[config.mk]
export PLATFORM = sky130hd
export DESIGN_NAME = tpmi_timer_pins
export DESIGN_NICKNAME = d
export VERILOG_FILES = /design/src/tpmi_pkg.sv /design/src/tpmi_timer_pins.sv
export SDC_FILE = /design/constraint.sdc
export NUM_CORES = 1
export LEC_CHECK = 0
export BUFFER_PORTS_ARGS = -buffer_cell sky130_fd_sc_hd__buf_2
export CAP_MARGIN = 20
export CELL_PAD_IN_SITES_DETAIL_PLACEMENT = 1
export CELL_PAD_IN_SITES_GLOBAL_PLACEMENT = 1
export CORE_MARGIN = 5
export CORE_UTILIZATION = 45
export CTS_CLUSTER_SIZE = 16
export DETAILED_ROUTE_END_ITERATION = 10
export PLACE_DENSITY_LB_ADDON = 0.1
export RECOVER_POWER = 50
export SYNTH_ARGS = -nofsm -noshare
export SYNTH_HDL_FRONTEND = slang
export SYNTH_SLANG_ARGS = --single-unit
[constraint.sdc]
create_clock -name sys_clk -period 2.1 [get_ports sys_clk]
set_input_delay 0.315 -clock sys_clk [delete_from_list [all_inputs] [get_ports sys_clk]]
set_output_delay 0.315 -clock sys_clk [all_outputs]
set_load 0.03 [all_outputs]
[src/tpmi_pkg.sv]
// register map, field layout, encodings and carriers of the timer pin and interrupt block
package tpmi_pkg;

  // register offsets (8-bit registers on a 4-bit address)
  localparam logic [3:0] ADR_ICR = 4'h0;
  localparam logic [3:0] ADR_TCR = 4'h1;
  localparam logic [3:0] ADR_OAC = 4'h2;
  localparam logic [3:0] ADR_OBC = 4'h3;
  localparam logic [3:0] ADR_IVR = 4'h4;
  localparam logic [3:0] ADR_MSK = 4'h5;
  localparam logic [3:0] ADR_FLG = 4'h6;
  localparam logic [3:0] ADR_STA = 4'h7;

  // reset values
  localparam logic [7:0] RST_ICR = 8'h00;
  localparam logic [7:0] RST_TCR = 8'h00;
  localparam logic [7:0] RST_OC = 8'h00;
  localparam logic [7:0] RST_IVR = 8'h00;
  localparam logic [7:0] RST_MSK = 8'h00;

  // input_control_reg fields
  localparam int ICR_FN_LSB = 0;
  localparam int ICR_EA_LSB = 4;
  localparam int ICR_EB_LSB = 6;
  // timer_control_reg fields
  localparam int TCR_DIR = 0;
  localparam int TCR_RM0 = 1;
  // output control fields
  localparam int OC_CMP0_LSB = 0;
  localparam int OC_CMP1_LSB = 2;
  localparam int OC_OVF_LSB = 4;
  localparam int OC_PRE = 6;
  localparam int OC_EV = 7;
  // vector, mask and flag fields
  localparam int IVR_LSB = 3;
  localparam int SRC_CMP0 = 0;
  localparam int SRC_CMP1 = 1;
  localparam int SRC_CAP0 = 2;
  localparam int SRC_CAP1 = 3;
  localparam int SRC_OVF = 4;
  localparam int MSK_GLB = 7;
  localparam int FLG_OVR0 = 5;
  localparam int FLG_OVR1 = 6;

  // fixed low vector bits per group
  localparam logic [2:0] VEC_CMP = 3'h6;
  localparam logic [2:0] VEC_CAP = 3'h4;
  localparam logic [2:0] VEC_OVF = 3'h0;

  // output actions
  localparam logic [1:0] ACT_NOP = 2'h0;
  localparam logic [1:0] ACT_SET = 2'h1;
  localparam logic [1:0] ACT_RST = 2'h2;
  localparam logic [1:0] ACT_TGL = 2'h3;

  // input pin function codes
  localparam logic [3:0] FN_NONE = 4'h0;
  localparam logic [3:0] FN_TRGB = 4'h1;
  localparam logic [3:0] FN_GATA = 4'h2;
  localparam logic [3:0] FN_GATRB = 4'h3;
  localparam logic [3:0] FN_CLKB = 4'h4;
  localparam logic [3:0] FN_TRGA = 4'h5;
  localparam logic [3:0] FN_GACB = 4'h6;
  localparam logic [3:0] FN_TRAB = 4'h7;
  localparam logic [3:0] FN_UPDN = 4'h8;
  localparam logic [3:0] FN_DACB = 4'h9;
  localparam logic [3:0] FN_TUTD = 4'ha;
  localparam logic [3:0] FN_DIRA = 4'hb;
  localparam logic [3:0] FN_AUTO = 4'hc;
  localparam logic [3:0] FN_TACB = 4'hd;
  localparam logic [3:0] FN_CATB = 4'he;
  localparam logic [3:0] FN_TAGB = 4'hf;

  typedef struct packed {
    logic [3:0] addr;
    logic [7:0] wdata;
    logic wr;
    logic rd;
  } tpmi_bus_s;

  // bit 0 is compare 0, matching the SRC_ positions
  typedef struct packed {
    logic ovf;
    logic cap1;
    logic cap0;
    logic cmp1;
    logic cmp0;
  } tpmi_evt_s;

  typedef struct packed {
    logic useExt;
    logic presc;
    logic intRun;
    logic countUp;
    logic step;
    logic load0;
    logic cap0;
    logic cap1;
  } tpmi_core_s;

endpackage

[src/tpmi_timer_pins.sv]
// input pin modes, output actions, chip event and interrupt vectoring of the timer
//
// Functional notes
// - A four-bit field picks one of sixteen input pin role combinations.
// - Trigger on A reloads from register 0, or captures into it.
// - Ext clock on B clocks prescaler; direction from software bit.
// - Trigger on A starts register 0 action; internal clock, software direction.
// - Gate on A enables B as prescaler clock; software direction.
// - Dual trigger: A acts on register 0, B on register 1.
// - Edge on A counts up, on B down; B wins.
// - A level sets direction, B clocks prescaler.
// - Edge on A selects up, on B down; B wins; internal clock.
// - A level sets direction, internal clock, software bit ignored.
// - B rise/fall while A low counts up/down; nothing while A high.
// - Trigger on A for register 0, B clocks prescaler.
// - Trigger on B captures into register 1, A clocks prescaler.
// - Trigger on A for register 0; counter runs while B low.
// - Each output: nop/set/reset/toggle per compare 0, compare 1, overflow.
// - Each output has a preset level loaded on a write to its control register, overriding same-cycle event actions.
// - Chip event from overflow or compare 0 when enabled.
// - Vector low bits: compare 110, capture 100, overflow 000.
// - Upper five vector bits come from the vector register.
// - Per-source mask bits plus global enable at mask bit 7.
// - Compare 0 or capture 0 while pending raises its overrun flag.
module tpmi_timer_pins
  import tpmi_pkg::*;
(
  // clock and reset
  input wire logic sys_clk,
  input wire logic arst_n,
  // register port
  input wire tpmi_pkg::tpmi_bus_s bus,
  output logic [7:0] busRdata,
  // pins
  input wire logic timerInputA,
  input wire logic timerInputB,
  output logic timerOutputA,
  output logic timerOutputB,
  // counter core side
  input wire tpmi_pkg::tpmi_evt_s ev,
  output tpmi_pkg::tpmi_core_s coreCtl,
  output logic chipEvent,
  // interrupt
  output logic irqReq,
  output logic [7:0] irqVector
);

  typedef struct packed {
    logic [2:0] syncA;
    logic [2:0] syncB;
    logic lvlA;
    logic lvlB;
    logic prevA;
    logic prevB;
    logic [7:0] icr;
    logic [7:0] timer_control_reg;
    logic [7:0] oac;
    logic [7:0] obc;
    logic [7:0] ivr;
    logic [7:0] msk;
    logic [4:0] pend;
    logic [1:0] ovr;
    logic dir;
    logic outA;
    logic outB;
    tpmi_core_s core;
    logic chipEv;
    logic irq;
    logic [7:0] vec;
    logic [7:0] rdata;
  } tpmi_state_s;

  tpmi_state_s st_r;
  tpmi_state_s st_nxt;

  function automatic logic edgeHit(input logic [1:0] sel, input logic rise, input logic fall);
    edgeHit = (sel[0] & rise) | (sel[1] & fall);
  endfunction

  function automatic logic applyAct(input logic cur, input logic [1:0] act);
    unique case (act)
      ACT_SET: applyAct = 1'b1;
      ACT_RST: applyAct = 1'b0;
      ACT_TGL: applyAct = ~cur;
      default: applyAct = cur;
    endcase
  endfunction

  // overflow first, then compare 0, then compare 1 when events coincide
  function automatic logic outStep(input logic cur, input logic [7:0] ctl, input tpmi_evt_s e);
    logic o;
    o = cur;
    if (e.ovf) o = applyAct(o, ctl[OC_OVF_LSB +: 2]);
    if (e.cmp0) o = applyAct(o, ctl[OC_CMP0_LSB +: 2]);
    if (e.cmp1) o = applyAct(o, ctl[OC_CMP1_LSB +: 2]);
    outStep = o;
  endfunction

  logic riseA, fallA, riseB, fallB, trgA, trgB, actA, rm0;
  logic [3:0] fn;
  logic [4:0] act;
  logic [4:0] evBits;
  logic [4:0] clr;
  tpmi_core_s c;

  ////////////////////////////////////////////////////////////////////////////
  always_comb begin
    st_nxt = st_r;
    st_nxt.syncA = {st_r.syncA[1:0], timerInputA};
    st_nxt.syncB = {st_r.syncB[1:0], timerInputB};
    if (st_r.syncA[2] == st_r.syncA[1]) st_nxt.lvlA = st_r.syncA[2];
    if (st_r.syncB[2] == st_r.syncB[1]) st_nxt.lvlB = st_r.syncB[2];
    st_nxt.prevA = st_r.lvlA;
    st_nxt.prevB = st_r.lvlB;
    riseA = st_r.lvlA & ~st_r.prevA;
    fallA = ~st_r.lvlA & st_r.prevA;
    riseB = st_r.lvlB & ~st_r.prevB;
    fallB = ~st_r.lvlB & st_r.prevB;
    trgA = edgeHit(st_r.icr[ICR_EA_LSB +: 2], riseA, fallA);
    trgB = edgeHit(st_r.icr[ICR_EB_LSB +: 2], riseB, fallB);
    fn = st_r.icr[ICR_FN_LSB +: 4];
    rm0 = st_r.timer_control_reg[TCR_RM0];
    actA = 1'b0;
    c = '0;
    c.intRun = 1'b1;
    st_nxt.dir = st_r.timer_control_reg[TCR_DIR];
    unique case (fn)
      FN_NONE: begin
      end
      FN_TRGB: begin
        c.cap1 = trgB;
      end
      // gate runs the counter while low
      FN_GATA: begin
        c.intRun = ~st_r.lvlA;
      end
      FN_GATRB: begin
        c.intRun = ~st_r.lvlA;
        c.cap1 = trgB;
      end
      FN_CLKB: begin
        c.useExt = 1'b1;
        c.intRun = 1'b0;
        c.presc = trgB;
      end
      FN_TRGA: begin
        actA = trgA;
      end
      // B clock gated by A low
      FN_GACB: begin
        c.useExt = 1'b1;
        c.intRun = 1'b0;
        c.presc = trgB & ~st_r.lvlA;
      end
      FN_TRAB: begin
        actA = trgA;
        c.cap1 = trgB;
      end
      // clock up on A, down on B
      FN_UPDN: begin
        c.useExt = 1'b1;
        c.intRun = 1'b0;
        c.step = trgA | trgB;
        if (trgB) st_nxt.dir = 1'b0;
        else if (trgA) st_nxt.dir = 1'b1;
        else st_nxt.dir = st_r.dir;
      end
      // direction from A, clock from B
      FN_DACB: begin
        c.useExt = 1'b1;
        c.intRun = 1'b0;
        c.presc = trgB;
        st_nxt.dir = st_r.lvlA;
      end
      FN_TUTD: begin
        if (trgB) st_nxt.dir = 1'b0;
        else if (trgA) st_nxt.dir = 1'b1;
        else st_nxt.dir = st_r.dir;
      end
      FN_DIRA: begin
        st_nxt.dir = st_r.lvlA;
      end
      FN_AUTO: begin
        c.useExt = 1'b1;
        c.intRun = 1'b0;
        c.step = ~st_r.lvlA & (riseB | fallB);
        st_nxt.dir = (~st_r.lvlA & (riseB | fallB)) ? riseB : st_r.dir;
      end
      FN_TACB: begin
        actA = trgA;
        c.useExt = 1'b1;
        c.intRun = 1'b0;
        c.presc = trgB;
      end
      FN_CATB: begin
        c.useExt = 1'b1;
        c.intRun = 1'b0;
        c.presc = trgA;
        c.cap1 = trgB;
      end
      FN_TAGB: begin
        actA = trgA;
        c.intRun = ~st_r.lvlB;
      end
    endcase
    // reload or capture on register 0
    c.load0 = actA & ~rm0;
    c.cap0 = actA & rm0;
    c.countUp = st_nxt.dir;
    st_nxt.core = c;

    st_nxt.outA = outStep(st_r.outA, st_r.oac, ev);
    st_nxt.outB = outStep(st_r.outB, st_r.obc, ev);
    st_nxt.chipEv = (ev.ovf & st_r.oac[OC_EV]) | (ev.cmp0 & st_r.obc[OC_EV]);

    // register writes
    clr = '0;
    if (bus.wr) begin
      unique case (bus.addr)
        ADR_ICR: st_nxt.icr = bus.wdata;
        ADR_TCR: st_nxt.timer_control_reg = bus.wdata;
        ADR_OAC: begin
          st_nxt.oac = bus.wdata;
          st_nxt.outA = bus.wdata[OC_PRE];
        end
        ADR_OBC: begin
          st_nxt.obc = bus.wdata;
          st_nxt.outB = bus.wdata[OC_PRE];
        end
        ADR_IVR: st_nxt.ivr = bus.wdata;
        ADR_MSK: st_nxt.msk = bus.wdata;
        ADR_FLG: clr = bus.wdata[4:0];
        default: begin
        end
      endcase
    end

    // pending flags: write one clears, a new event wins over the clear
    evBits = ev;
    st_nxt.pend = (st_r.pend & ~clr) | evBits;
    // overrun on compare 0 and capture 0
    st_nxt.ovr[0] = (st_r.ovr[0] & ~(bus.wr & (bus.addr == ADR_FLG) & bus.wdata[FLG_OVR0]))
      | (ev.cmp0 & st_r.pend[SRC_CMP0]);
    st_nxt.ovr[1] = (st_r.ovr[1] & ~(bus.wr & (bus.addr == ADR_FLG) & bus.wdata[FLG_OVR1]))
      | (ev.cap0 & st_r.pend[SRC_CAP0]);

    act = st_r.pend & st_r.msk[4:0];
    st_nxt.irq = st_r.msk[MSK_GLB] & (|act);
    st_nxt.vec[7:IVR_LSB] = st_r.ivr[7:IVR_LSB];
    if (act[SRC_OVF]) st_nxt.vec[2:0] = VEC_OVF;
    else if (act[SRC_CAP0] | act[SRC_CAP1]) st_nxt.vec[2:0] = VEC_CAP;
    else st_nxt.vec[2:0] = VEC_CMP;

    // read data stands for one cycle only; unmapped reads give zero
    st_nxt.rdata = '0;
    if (bus.rd) begin
      unique case (bus.addr)
        ADR_ICR: st_nxt.rdata = st_r.icr;
        ADR_TCR: st_nxt.rdata = st_r.timer_control_reg;
        ADR_OAC: st_nxt.rdata = st_r.oac;
        ADR_OBC: st_nxt.rdata = st_r.obc;
        ADR_IVR: st_nxt.rdata = st_r.ivr;
        ADR_MSK: st_nxt.rdata = st_r.msk;
        ADR_FLG: st_nxt.rdata = {1'b0, st_r.ovr, st_r.pend};
        ADR_STA: st_nxt.rdata = {3'h0, st_r.dir, st_r.outB, st_r.outA, st_r.lvlB, st_r.lvlA};
        default: st_nxt.rdata = '0;
      endcase
    end
  end

  ////////////////////////////////////////////////////////////////////////////
  always_ff @(posedge sys_clk or negedge arst_n) begin
    if (!arst_n) begin
      st_r <= '0;
      st_r.icr <= RST_ICR;
      st_r.timer_control_reg <= RST_TCR;
      st_r.oac <= RST_OC;
      st_r.obc <= RST_OC;
      st_r.ivr <= RST_IVR;
      st_r.msk <= RST_MSK;
      st_r.core.intRun <= 1'b1;
    end else begin
      st_r <= st_nxt;
    end
  end

  assign busRdata = st_r.rdata;
  assign timerOutputA = st_r.outA;
  assign timerOutputB = st_r.outB;
  assign coreCtl = st_r.core;
  assign chipEvent = st_r.chipEv;
  assign irqReq = st_r.irq;
  assign irqVector = st_r.vec;
endmodule

---- Word-level counts from Yosys, hierarchy flattened ----
Index checks and enable logic that the tools add are counted.
W data, S select, Z words.
storage, ports and cells
  bits in writable memories ............... 0
  memories ................................ 0
  logic and storage cells ................. 166
  bits in latches ......................... 0
  ROM bits ................................ 0
  register bits after elaboration ......... 93
  input bits .............................. 23
operators by class
  multiply operators ...................... 0
  reduce and logical (&&, ||, !) cells .... 16
  equal/unequal tests ..................... 44
  order comparisons ....................... 0
  multiplexer cells ....................... 31
  add/sub/neg operators ................... 0
  divide/modulo/power cells ............... 0
  shift operators ......................... 0
  bitwise operators ....................... 47
operator list
  kind                  count
  $pmux W8 S8           1
  $eq A4 B3 Y1 const B  8
  $eq A4 B4 Y1 const B  8
  $pmux W1 S3           9
  $eq A2 B2 Y1 const B  12
  $and A1 B1 Y1         22
  $eq A4 B2 Y1 const B  4
  $mux W1               14
  $reduce_and A2 Y1     7
  $not A1 Y1            13
  $eq A2 B1 Y1 const B  6
  $and A5 B5 Y5         2
  $mux W5               2
  $eq A4 B1 Y1 const B  2
  $mux W8               1
  $or A1 B1 Y1          8
  $reduce_or A4 Y1      2
  $reduce_or A7 Y1      1
  $reduce_or A2 Y1      3
  $not A5 Y5            1
  $or A5 B5 Y5          1
  $reduce_or A5 Y1      1
  $logic_not A4 Y1      1
  $mux W2               2
  other kinds (6)       7

---- Longest topological paths before layout ----
Gate-level depths: netlist of the first run.
  depth in word-level cells ............... 11
  mapped depth ............................ 7
  gate-level depth less buffers ........... 7

---- Least setup slack after synthesis of the first run ----
No wires, ideal clock.
  path type ............................... in2reg
  start point ............................. in bus[12] (netlist bit)
  end point ............................... reg st_r[52] (netlist bit)
  setup slack ............................. 537 ps
  data arrival time ....................... 1,438 ps
  library setup time ...................... 125 ps
  stages on the path ...................... 4
  buffers on the path ..................... 1
  path through ............................ buf_2 -> and2b_2 -> nor3b_4 -> mux2_2
between the ends
  longest elaborated chain between the ends .. 2
ends and longest elaborated chain
  element                      RTL line                RTL
  start: declaration           tpmi_timer_pins.sv:32   input wire tpmi_pkg::tpmi_bus_s bus,
  $eq A4 B2 Y1                 tpmi_timer_pins.sv:219  unique case (bus.addr)
  $reduce_and A2 Y1 (no line)  -
  end signal: assignment       tpmi_timer_pins.sv:283  st_r <= st_nxt;
  end: declaration             tpmi_timer_pins.sv:73   tpmi_state_s st_r;
Every way passes these cells.
A chain may end at the register's enable or synchronous reset.

---- Worst setup path after layout of the first run ----
  start point ............................. in bus[11] (netlist bit)
  end point ............................... reg st_r[56] (netlist bit)
The elaborated chain is that of the path after synthesis.

==> impl_metrics.env, run 1 <==
export IMPL_rsz0062_at_grt="no"
export IMPL_root_buffer="clkbuf_8"
export IMPL_fin_crit_ns=1.807
export IMPL_cp_max_fo=15
export IMPL_p_leak_uw=0.002130
export IMPL_dr_total_vias=2816
export IMPL_fin_worst_skew_ns=0.009105
export IMPL_grt_pass1_vias=2965
export IMPL_drc=0
export IMPL_arrival_ns=2.05
export IMPL_clkLatencyLatePin_ns=0.36
export IMPL_grt_first_pass_wirelength_microns=16860
export IMPL_async_flop_share_pct=100.0
export IMPL_worstPathCellList="clkbuf_1 -> and2b_2 -> nor3b_4 -> mux2_2"
export IMPL_ys_warnings_count=0
export IMPL_start_util_pct=46.03
export IMPL_cts_htree_levels=3
export IMPL_setup_ws_ns=0.2927
export IMPL_cp_buffers_inverters=1
export IMPL_hpwlAfterDp_microns=7663
export IMPL_syn_num_nets=369
export IMPL_core_sq_um=9196
export IMPL_status="finished, final reports clean"
export IMPL_crit_required_ns=2.35
export IMPL_slowest_delay_ns=0.53
export IMPL_ys_types=49
export IMPL_clockBufferDepth=2
export IMPL_final_nets=404
export IMPL_peakVddDrop_v=0.0004195
export IMPL_yosys_top_cells_area="dfrtp_1, mux2_2, buf_4"
export IMPL_routed_wirelength_microns=10420
export IMPL_die_h_microns=107.0
export IMPL_dp_slack_ns=0.2177
export IMPL_syn_inst=344
export IMPL_synthesis_area_sq_um=4233
export IMPL_hold_viol_final=0
export IMPL_synth_most_common_cell="dfrtp_1"
export IMPL_drv_cap=0
export IMPL_crit_type="in2reg"
export IMPL_ant_nets=0
export IMPL_worst_pin_slew_ns=1.041
export IMPL_fin_crit_sh_pct=86.06
export IMPL_slew_headroom_pct=30.57
export IMPL_antenna_found_initial=0
export IMPL_fmax_mhz=553.3
export IMPL_numCtsBuffers=9
export IMPL_slowest_stage="clkbuf_1"
export IMPL_setup_viol=0
export IMPL_synth_common_cells="dfrtp_1, mux2_2, buf_4, nand2_1, nor2_1"
export IMPL_worst_setup_path_end_kind="register"
export IMPL_diodes=0
export IMPL_grt_max_degree=42
export IMPL_start_kind="input pin"
export IMPL_final_util_pct=50.87
export IMPL_wl_per_cell_microns=21.10
export IMPL_postCtsHoldBufs=1
export IMPL_pin_count=51
export IMPL_yosysTopAreaCell="dfrtp_1"
export IMPL_postCtsSetupBuffers=0
export IMPL_synth_ff_type="dfrtp_1"
export IMPL_drt_initial_drc_count=122
export IMPL_synth_top_cell_area_share_pct=53.80
export IMPL_synth_area_per_cell_sq_um=12.30
export IMPL_rows=35
export IMPL_area_delta_synth_final_pct=10.52
export IMPL_cts_resized=0
export IMPL_vias_per_cell=5.700
export IMPL_synth_edf_count=0
export IMPL_power_density_nw_per_um2=1024
export IMPL_slew_violations=0
export IMPL_port_buffers=49
export IMPL_finalSetupTns_ns=0
export IMPL_die_w_microns=107.0
export IMPL_ys_ff_latch=92
export IMPL_grtUsageTotal_pct=19.53
export IMPL_cts_num_sinks=92
export IMPL_gp_congestion=0.8195
export IMPL_first_pass_iters=4
export IMPL_ys_seq_area_share_pct=54.42
export IMPL_clkTransAtPathRegs_ns=0.09
export IMPL_die_area_sq_um=11450
export IMPL_hold_class="in2reg"
export IMPL_drive_gt1_share_pct=34.46
export IMPL_cts_tree="yes"
export IMPL_critical_path_top_delay_family="simple AND/OR/NAND/NOR gates"
export IMPL_overflow=0
-- kinds of logic (layout without fill, tap and decap cells) --
logic type      after synthesis  count (layout)  synth area share (%)
compound gates               58              58                 9.459
mux                          66              66                 19.07
buf+inv                      45              84                 6.503
flops                        92              92                 54.42
other cells                   1               1               0.08859
simple gates                 78              78                 9.400
fa+ha+maj                     4               4                 1.064
-- metrics by stage --
step                      std cells  cell area (sq um)  hold WS [ns]  power (uW)
after floorplan                 344               4233       0.01941        3214
after global placement          478               4473        0.3316        3505
after detailed placement        478               4473        0.3333        3542
after CTS                       494               4696       0.04113        4850
after global routing            494               4678       0.03879        5047
final                           494               4678       0.05589        4791
-- metal layers --
metal  track usage, %  share of wire (%)  vias up
met4            5.753                1.3        0
met5                0                  0        -
met3            3.070                3.8        9
li1                 -                  -     1278
met1            29.06                 51     1464
met2            29.50                 44       65
-- worst paths after layout --
path	from	to	slack (ns)	cells after the start
max in group asynchronous	arst_n	st_nxt[11]	0.54	3
worst max-delay path	bus[11]	st_r[56]	0.29	4
worst min-delay path	timerInputB	st_nxt[89]	0.06	1
worst min register to register	st_nxt[92]	st_nxt[93]	0.35	0
worst max register to register	st_nxt[84]	coreCtl[4]	0.36	6
min in group asynchronous	arst_n	st_nxt[89]	0.67	2
-- flip-flops by register name (all words and copies together), names as in the netlist --
| register | count |
|---|---|
| timerOutputB | 1 |
| timerOutputA | 1 |
| st_r | 49 |
| st_nxt | 11 |
| fn | 4 |
| rm0 | 1 |
| coreCtl | 8 |
| busRdata | 8 |
| irqReq | 1 |
| irqVector | 7 |
| chipEvent | 1 |
-- final cells by class --
cell class | count | area, sq um
clock inverter | 6 | 88.84
multi-input combinational | 207 | 1654
sequential | 92 | 2303
clock buffer | 9 | 123.9
fill | 988 | 4518
tap | 111 | 138.9
inverter | 7 | 26.28
timing repair buffer | 62 | 342.8
-- power by group --
group	switching [uW]	internal [uW]	total (uW)
Sequential	309	2100	2410
Combinational	599	490	1090
Clock	624	666	1290
Total	1530	3260	4790
-- placed cells by master (no fill, tap or decap), types with 7 or more instances in the layout --
cell type	netlist	routed
a21oi_1	9	9
a22oi_1	7	7
buf_2	7	44
buf_4	26	7
clkbuf_8	0	9
dfrtp_1	91	91
inv_1	7	7
mux2_2	45	45
mux2_4	8	8
mux2i_1	9	9
nand2_1	26	26
nor2_1	22	22
o21ai_0	11	11
No activity file was read; power rests on OpenSTA's default activity.
==> run 2: changes to the inputs <==
--- a/config.mk
+++ b/config.mk
@@ -5,12 +5,13 @@
 export SDC_FILE = /design/constraint.sdc
 export NUM_CORES = 1
 export LEC_CHECK = 0
+export ABC_AREA = 1
 export BUFFER_PORTS_ARGS = -buffer_cell sky130_fd_sc_hd__buf_2
 export CAP_MARGIN = 20
 export CELL_PAD_IN_SITES_DETAIL_PLACEMENT = 1
 export CELL_PAD_IN_SITES_GLOBAL_PLACEMENT = 1
 export CORE_MARGIN = 5
-export CORE_UTILIZATION = 45
+export CORE_UTILIZATION = 44
 export CTS_CLUSTER_SIZE = 16
 export DETAILED_ROUTE_END_ITERATION = 10
 export PLACE_DENSITY_LB_ADDON = 0.1
==> impl_metrics.env, run 2 <==
export IMPL_status="finished, final reports clean"
export IMPL_synth_area_per_cell_sq_um=8.543
export IMPL_synthesis_area_sq_um=4408
export IMPL_yosysTopAreaCell="dfrtp_1"
export IMPL_diodes=0
export IMPL_fin_worst_skew_ns=0.01117
export IMPL_grt_max_degree=56
export IMPL_layout_common_cells="nand2_1, dfrtp_1, nand3_1"
export IMPL_whs_ns=0.04414
export IMPL_clockBufferDepth=2
export IMPL_slowest_stage="clkbuf_1"
export IMPL_port_buffers=49
export IMPL_fin_cells=673
export IMPL_hold_viol_final=0
export IMPL_syn_num_nets=541
export IMPL_core_sq_um=9774
export IMPL_clkPwrFrac_pct=29.2
export IMPL_gp_congestion=0.8361
export IMPL_grt_pass1_vias=3536
export IMPL_antenna_found_initial=0
export IMPL_die_w_microns=110.1
export IMPL_synth_top_cell_area_share_pct=51.66
export IMPL_synth_common_cells="nand2_1, dfrtp_1, nand3_1"
export IMPL_cp_depth=3
export IMPL_routed_wirelength_microns=11780
export IMPL_worst_setup_path_end_kind="async pin"
export IMPL_worst_pin_slew_ns=0.9425
export IMPL_yosys_top_cells_area="dfrtp_1, nand2_1, nand3_1"
export IMPL_fmax_mhz=679.1
export IMPL_first_pass_iters=4
export IMPL_vias_per_cell=5.251
export IMPL_overflow=0
export IMPL_area_delta_synth_final_pct=8.544
export IMPL_ys_warnings_count=0
export IMPL_wl_per_cell_microns=17.50
export IMPL_register_area_sq_um=2303
export IMPL_grtUsageTotal_pct=21.07
export IMPL_combPwrFrac_pct=21.1
export IMPL_final_nets=560
export IMPL_peakVddDrop_v=0.0004268
export IMPL_startpoint="arst_n"
export IMPL_r2r_cells=9
export IMPL_switching_share_pct=34.62
export IMPL_syn_inst=516
export IMPL_power_density_nw_per_um2=979.8
export IMPL_crit_required_ns=2.64
export IMPL_pin_count=51
export IMPL_power_switching_uw=1623
export IMPL_hpwlAfterDp_microns=8213
export IMPL_cts_htree_levels=3
export IMPL_seqPwrFrac_pct=49.7
export IMPL_die_area_sq_um=12120
export IMPL_die_h_microns=110.1
export IMPL_r2r_end="coreCtl[4]"
export IMPL_async_flop_share_pct=100.0
export IMPL_cp_endpoint="timerOutputA"
export IMPL_final_common_cell="nand2_1"
export IMPL_slew_headroom_pct=37.17
export IMPL_p_int_uw=3065
export IMPL_root_buffer="clkbuf_8"
export IMPL_cp_buffers_inverters=3
export IMPL_ys_seq_area_share_pct=52.26
export IMPL_rows=36
export IMPL_largest_reg_flops=49
export IMPL_clkTransAtPathRegs_ns=0.09
export IMPL_synth_most_common_cell="nand2_1"
export IMPL_start_util_pct=45.10
export IMPL_drive_gt1_share_pct=16.85
export IMPL_crit_type="in2async"
export IMPL_regMostFlops="st_r"
export IMPL_drt_initial_drc_count=133
export IMPL_grt_first_pass_wirelength_microns=18950
export IMPL_cts_tree="yes"
export IMPL_dr_total_vias=3534
export IMPL_start_kind="input pin"
export IMPL_cts_num_sinks=92
export IMPL_rsz0062_at_grt="no"
export IMPL_slowest_delay_ns=0.70
export IMPL_critical_path_top_delay_family="buffers and inverters"
export IMPL_slew_violations=0
export IMPL_p_leak_uw=0.002457
export IMPL_worstPathCellList="dlygate4sd3_1 -> clkbuf_1 -> buf_4"
export IMPL_finalSetupTns_ns=0
export IMPL_post_place_cells=656
export IMPL_arrival_ns=2.01
export IMPL_clkLatencyLatePin_ns=0.38
export IMPL_fin_crit_ns=1.473
export IMPL_reg2reg_slack_ns=0.63
export IMPL_numCtsBuffers=9
export IMPL_multi_input_area_sq_um=1635
export IMPL_setup_viol=0
export IMPL_drv_cap=0
export IMPL_hold_class="in2reg"
export IMPL_hold_start="timerInputB"
export IMPL_timing_rr_start="st_nxt[84]"
export IMPL_drc=0
export IMPL_fillers=1184
export IMPL_ys_ff_latch=92
export IMPL_fin_crit_sh_pct=70.12
export IMPL_ys_types=29
export IMPL_ant_nets=0
export IMPL_cp_max_fo=24
export IMPL_synth_edf_count=0
export IMPL_synth_ff_type="dfrtp_1"
-- run 2: changes by cell type in the layout (fill, tap and decap cells not counted), sizes merged, moves of 5 or more --
cell / delta
a21o: -6
a221oi: -5
a22oi: -7
o21ai: +45
mux2: -53
a22o: -5
inv: +32
nand3: +81
mux2i: -9
clkbuf: -8
nor2: +8
nand2: +115
-- run 2: repair_timing --
action	CTS	global route
buffers inserted	0	0
hold buffers	1	0
resized for setup	0	0
hold endpoints to repair	12	0
-- run 2: routing by layer --
layer,wire length (microns),vias to the layer above,track usage [%]
met4,124,0,5.277
met3,513,9,4.252
li1,-,1694,-
met5,0,-,0
met1,5541,1756,29.17
met2,5597,75,34.06
-- run 2: how the worst min path moves through the flow --
stage	to	slack [ns]	cells after the start
floorplan	busRdata[0]	0.02	0
global placement	coreCtl[7]	0.19	1
detailed placement	coreCtl[7]	0.19	1
CTS	st_nxt[89]	0.03	1
global route	st_nxt[89]	0.02	1
finish	st_nxt[89]	0.04	1
-- run 2: cell type report --
cell class                      instances  area share [%]
Multi-Input combinational cell        339           34.18
Sequential cell                        92           48.14
Inverter                               39           3.060
Tap cell                              133           3.478
Timing Repair Buffer                   54           6.459
Clock inverter                          7           2.092
Clock buffer                            9           2.589
-- run 2: power groups by stage --
stage	Clock (uW)	Combinational (uW)	Sequential, uW
floorplan	0	770	2320
global placement	0	965	2350
detailed placement	0	999	2370
CTS	1390	1000	2330
global route	1470	1110	2380
finish	1370	988	2330
-- run 2: cells by family (layout without fill, tap and decap cells) --
kind of cell | Yosys count | in the layout | share of synthesized area (%)
other | 1 | 1 | 0.08507
AND/OR/NAND/NOR | 261 | 261 | 26.65
AO/OA/AOI/OAI | 73 | 73 | 9.282
flip-flops | 92 | 92 | 52.26
buffers and inverters | 85 | 109 | 10.70
adder cells (fa/ha/maj) | 4 | 4 | 1.022
-- run 2: per-stage QoR --
stage / cell area, sq um / utilization [%] / setup WS (ns) / power (uW)
floorplan: 4408 / - / 0.8785 / 3088
global placement: 4554 / 46.60 / 0.4606 / 3318
detailed placement: 4554 / 46.60 / 0.4202 / 3366
CTS: 4788 / 48.99 / 0.5650 / 4732
global route: 4785 / 48.95 / 0.4074 / 4954
finish: 4785 / 48.95 / 0.6275 / 4688
==> run 3: changes to the inputs <==
==> constraint.sdc (replaced) <==
create_clock -name sys_clk -period 1.41 [get_ports sys_clk]
set_input_delay 0.2115 -clock sys_clk [delete_from_list [all_inputs] [get_ports sys_clk]]
set_output_delay 0.2115 -clock sys_clk [all_outputs]
set_load 0.03 [all_outputs]
==> impl_metrics.env, run 3 (synthesis gave the netlist of run 2 again) <==
export IMPL_multi_input_area_sq_um=1638
export IMPL_r2r_end="coreCtl[4]"
export IMPL_hold_viol_final=0
export IMPL_clkTransAtPathRegs_ns=0.09
export IMPL_pin_count=51
export IMPL_worst_setup_path_end_kind="register"
export IMPL_die_area_sq_um=12120
export IMPL_largest_reg_flops=49
export IMPL_startpoint="st_nxt[84]"
export IMPL_cts_num_sinks=92
export IMPL_slew_violations=0
export IMPL_fin_worst_skew_ns=0.01169
export IMPL_cts_tree="yes"
export IMPL_hold_class="in2reg"
export IMPL_status="finished, final reports clean"
export IMPL_clkLatencyLatePin_ns=0.37
export IMPL_port_buffers=49
export IMPL_fmax_mhz=754.8
export IMPL_antenna_found_initial=0
export IMPL_final_nets=569
export IMPL_root_buffer="clkbuf_8"
export IMPL_core_sq_um=9774
export IMPL_postCtsSetupBuffers=0
export IMPL_worst_pin_slew_ns=0.5296
export IMPL_start_kind="register"
export IMPL_r2r_cells=6
export IMPL_drive_gt1_share_pct=17.85
export IMPL_register_area_sq_um=2303
export IMPL_final_common_cell="nand2_1"
export IMPL_regMostFlops="st_r"
export IMPL_start_util_pct=45.10
export IMPL_p_leak_uw=0.002512
export IMPL_wl_per_cell_microns=17.85
export IMPL_numCtsBuffers=9
export IMPL_arrival_ns=1.63
export IMPL_fin_crit_sh_pct=93.97
export IMPL_clockBufferDepth=2
export IMPL_cp_max_fo=4
export IMPL_crit_type="reg2reg"
export IMPL_drv_cap=0
export IMPL_drc=0
export IMPL_setup_viol=0
export IMPL_hpwlAfterDp_microns=8759
export IMPL_fin_cells=682
export IMPL_overflow=0
export IMPL_peakVddDrop_v=0.0006309
export IMPL_grt_pass1_vias=3789
export IMPL_fin_crit_ns=1.325
export IMPL_diodes=0
export IMPL_layout_common_cells="nand2_1, dfrtp_1, nand3_1"
export IMPL_die_h_microns=110.1
export IMPL_vias_per_cell=5.273
export IMPL_cts_htree_levels=3
export IMPL_ant_nets=0
export IMPL_post_place_cells=663
export IMPL_gp_congestion=0.8243
export IMPL_rows=36
export IMPL_cp_endpoint="coreCtl[4]"
export IMPL_grtUsageTotal_pct=21.95
export IMPL_slew_headroom_pct=64.70
export IMPL_area_delta_synth_final_pct=11.10
export IMPL_crit_required_ns=1.72
export IMPL_dr_total_vias=3596
export IMPL_routed_wirelength_microns=12180
export IMPL_power_density_nw_per_um2=1430
export IMPL_fillers=1197
export IMPL_grt_max_degree=39
export IMPL_die_w_microns=110.1
export IMPL_first_pass_iters=4
export IMPL_rsz0062_at_grt="no"
export IMPL_timing_rr_start="st_nxt[84]"
export IMPL_reg2reg_slack_ns=0.09
export IMPL_grt_first_pass_wirelength_microns=20040
export IMPL_drt_initial_drc_count=137
export IMPL_finalSetupTns_ns=0
run 3: timing repair:
item,4_1_cts,5_1_grt
hold buffers,3,0
setup endpoints to repair,0,1
endpoints found under the hold margin,16,0
gates resized for setup,0,1
run 3: worst min path at each step:
stage            from  slack (ns)          end  cells after the start
4_1_cts         ev[2]        0.03     st_r[33]                      3
6_report        ev[3]        0.04     st_r[34]                      3
2_1_floorplan  arst_n       -0.08  busRdata[0]                      0
3_5_place_dp   arst_n        0.12   coreCtl[0]                      1
5_1_grt         ev[3]        0.02     st_r[34]                      3
3_3_place_gp   arst_n        0.12   coreCtl[0]                      1
run 3: metrics by stage:
stage / power [uW] / util (%) / setup WS (ns) / hold slack (ns) / area, sq um
2_1_floorplan: 4600 / - / 0.2159 / -0.08409 / 4408
3_3_place_gp: 5008 / 47.77 / 0.06324 / 0.1191 / 4669
3_5_place_dp: 5090 / 47.77 / 0.03595 / 0.1189 / 4669
4_1_cts: 7066 / 50.29 / 0.08543 / 0.02764 / 4916
5_1_grt: 7423 / 50.10 / 0.005020 / 0.02088 / 4897
6_report: 7001 / 50.10 / 0.08507 / 0.03552 / 4897
run 3: routing by layer:
metal,track usage [%],vias up,wire (microns)
met5,0,-,0
li1,-,1716,-
met2,34.66,71,5672
met4,6.596,0,266
met1,30.75,1791,5765
met3,4.193,18,470
run 3: cell type report:
cell class	instances	area share (%)
multi-input cells	339	33.44
inverters	39	2.989
clock buffers	11	2.887
well taps	133	3.398
flip-flops and latches	92	47.04
repair buffers	63	8.712
clock inverters	5	1.533
run 3: report_power, final:
| group | switching, uW | internal, uW | total [uW] |
|---|---|---|---|
| combinational | 1040 | 504 | 1540 |
| sequential | 392 | 3090 | 3480 |
| clock | 938 | 1040 | 1980 |
run 3: worst max-delay path, stage by stage (launching register included):
cell and delay, ns:
dfrtp_1 0.42, ha_1 0.28, nor2_1 0.23, nor2_1 0.08, a21oi_1 0.12, nand2_1 0.07
nand2_1 0.06
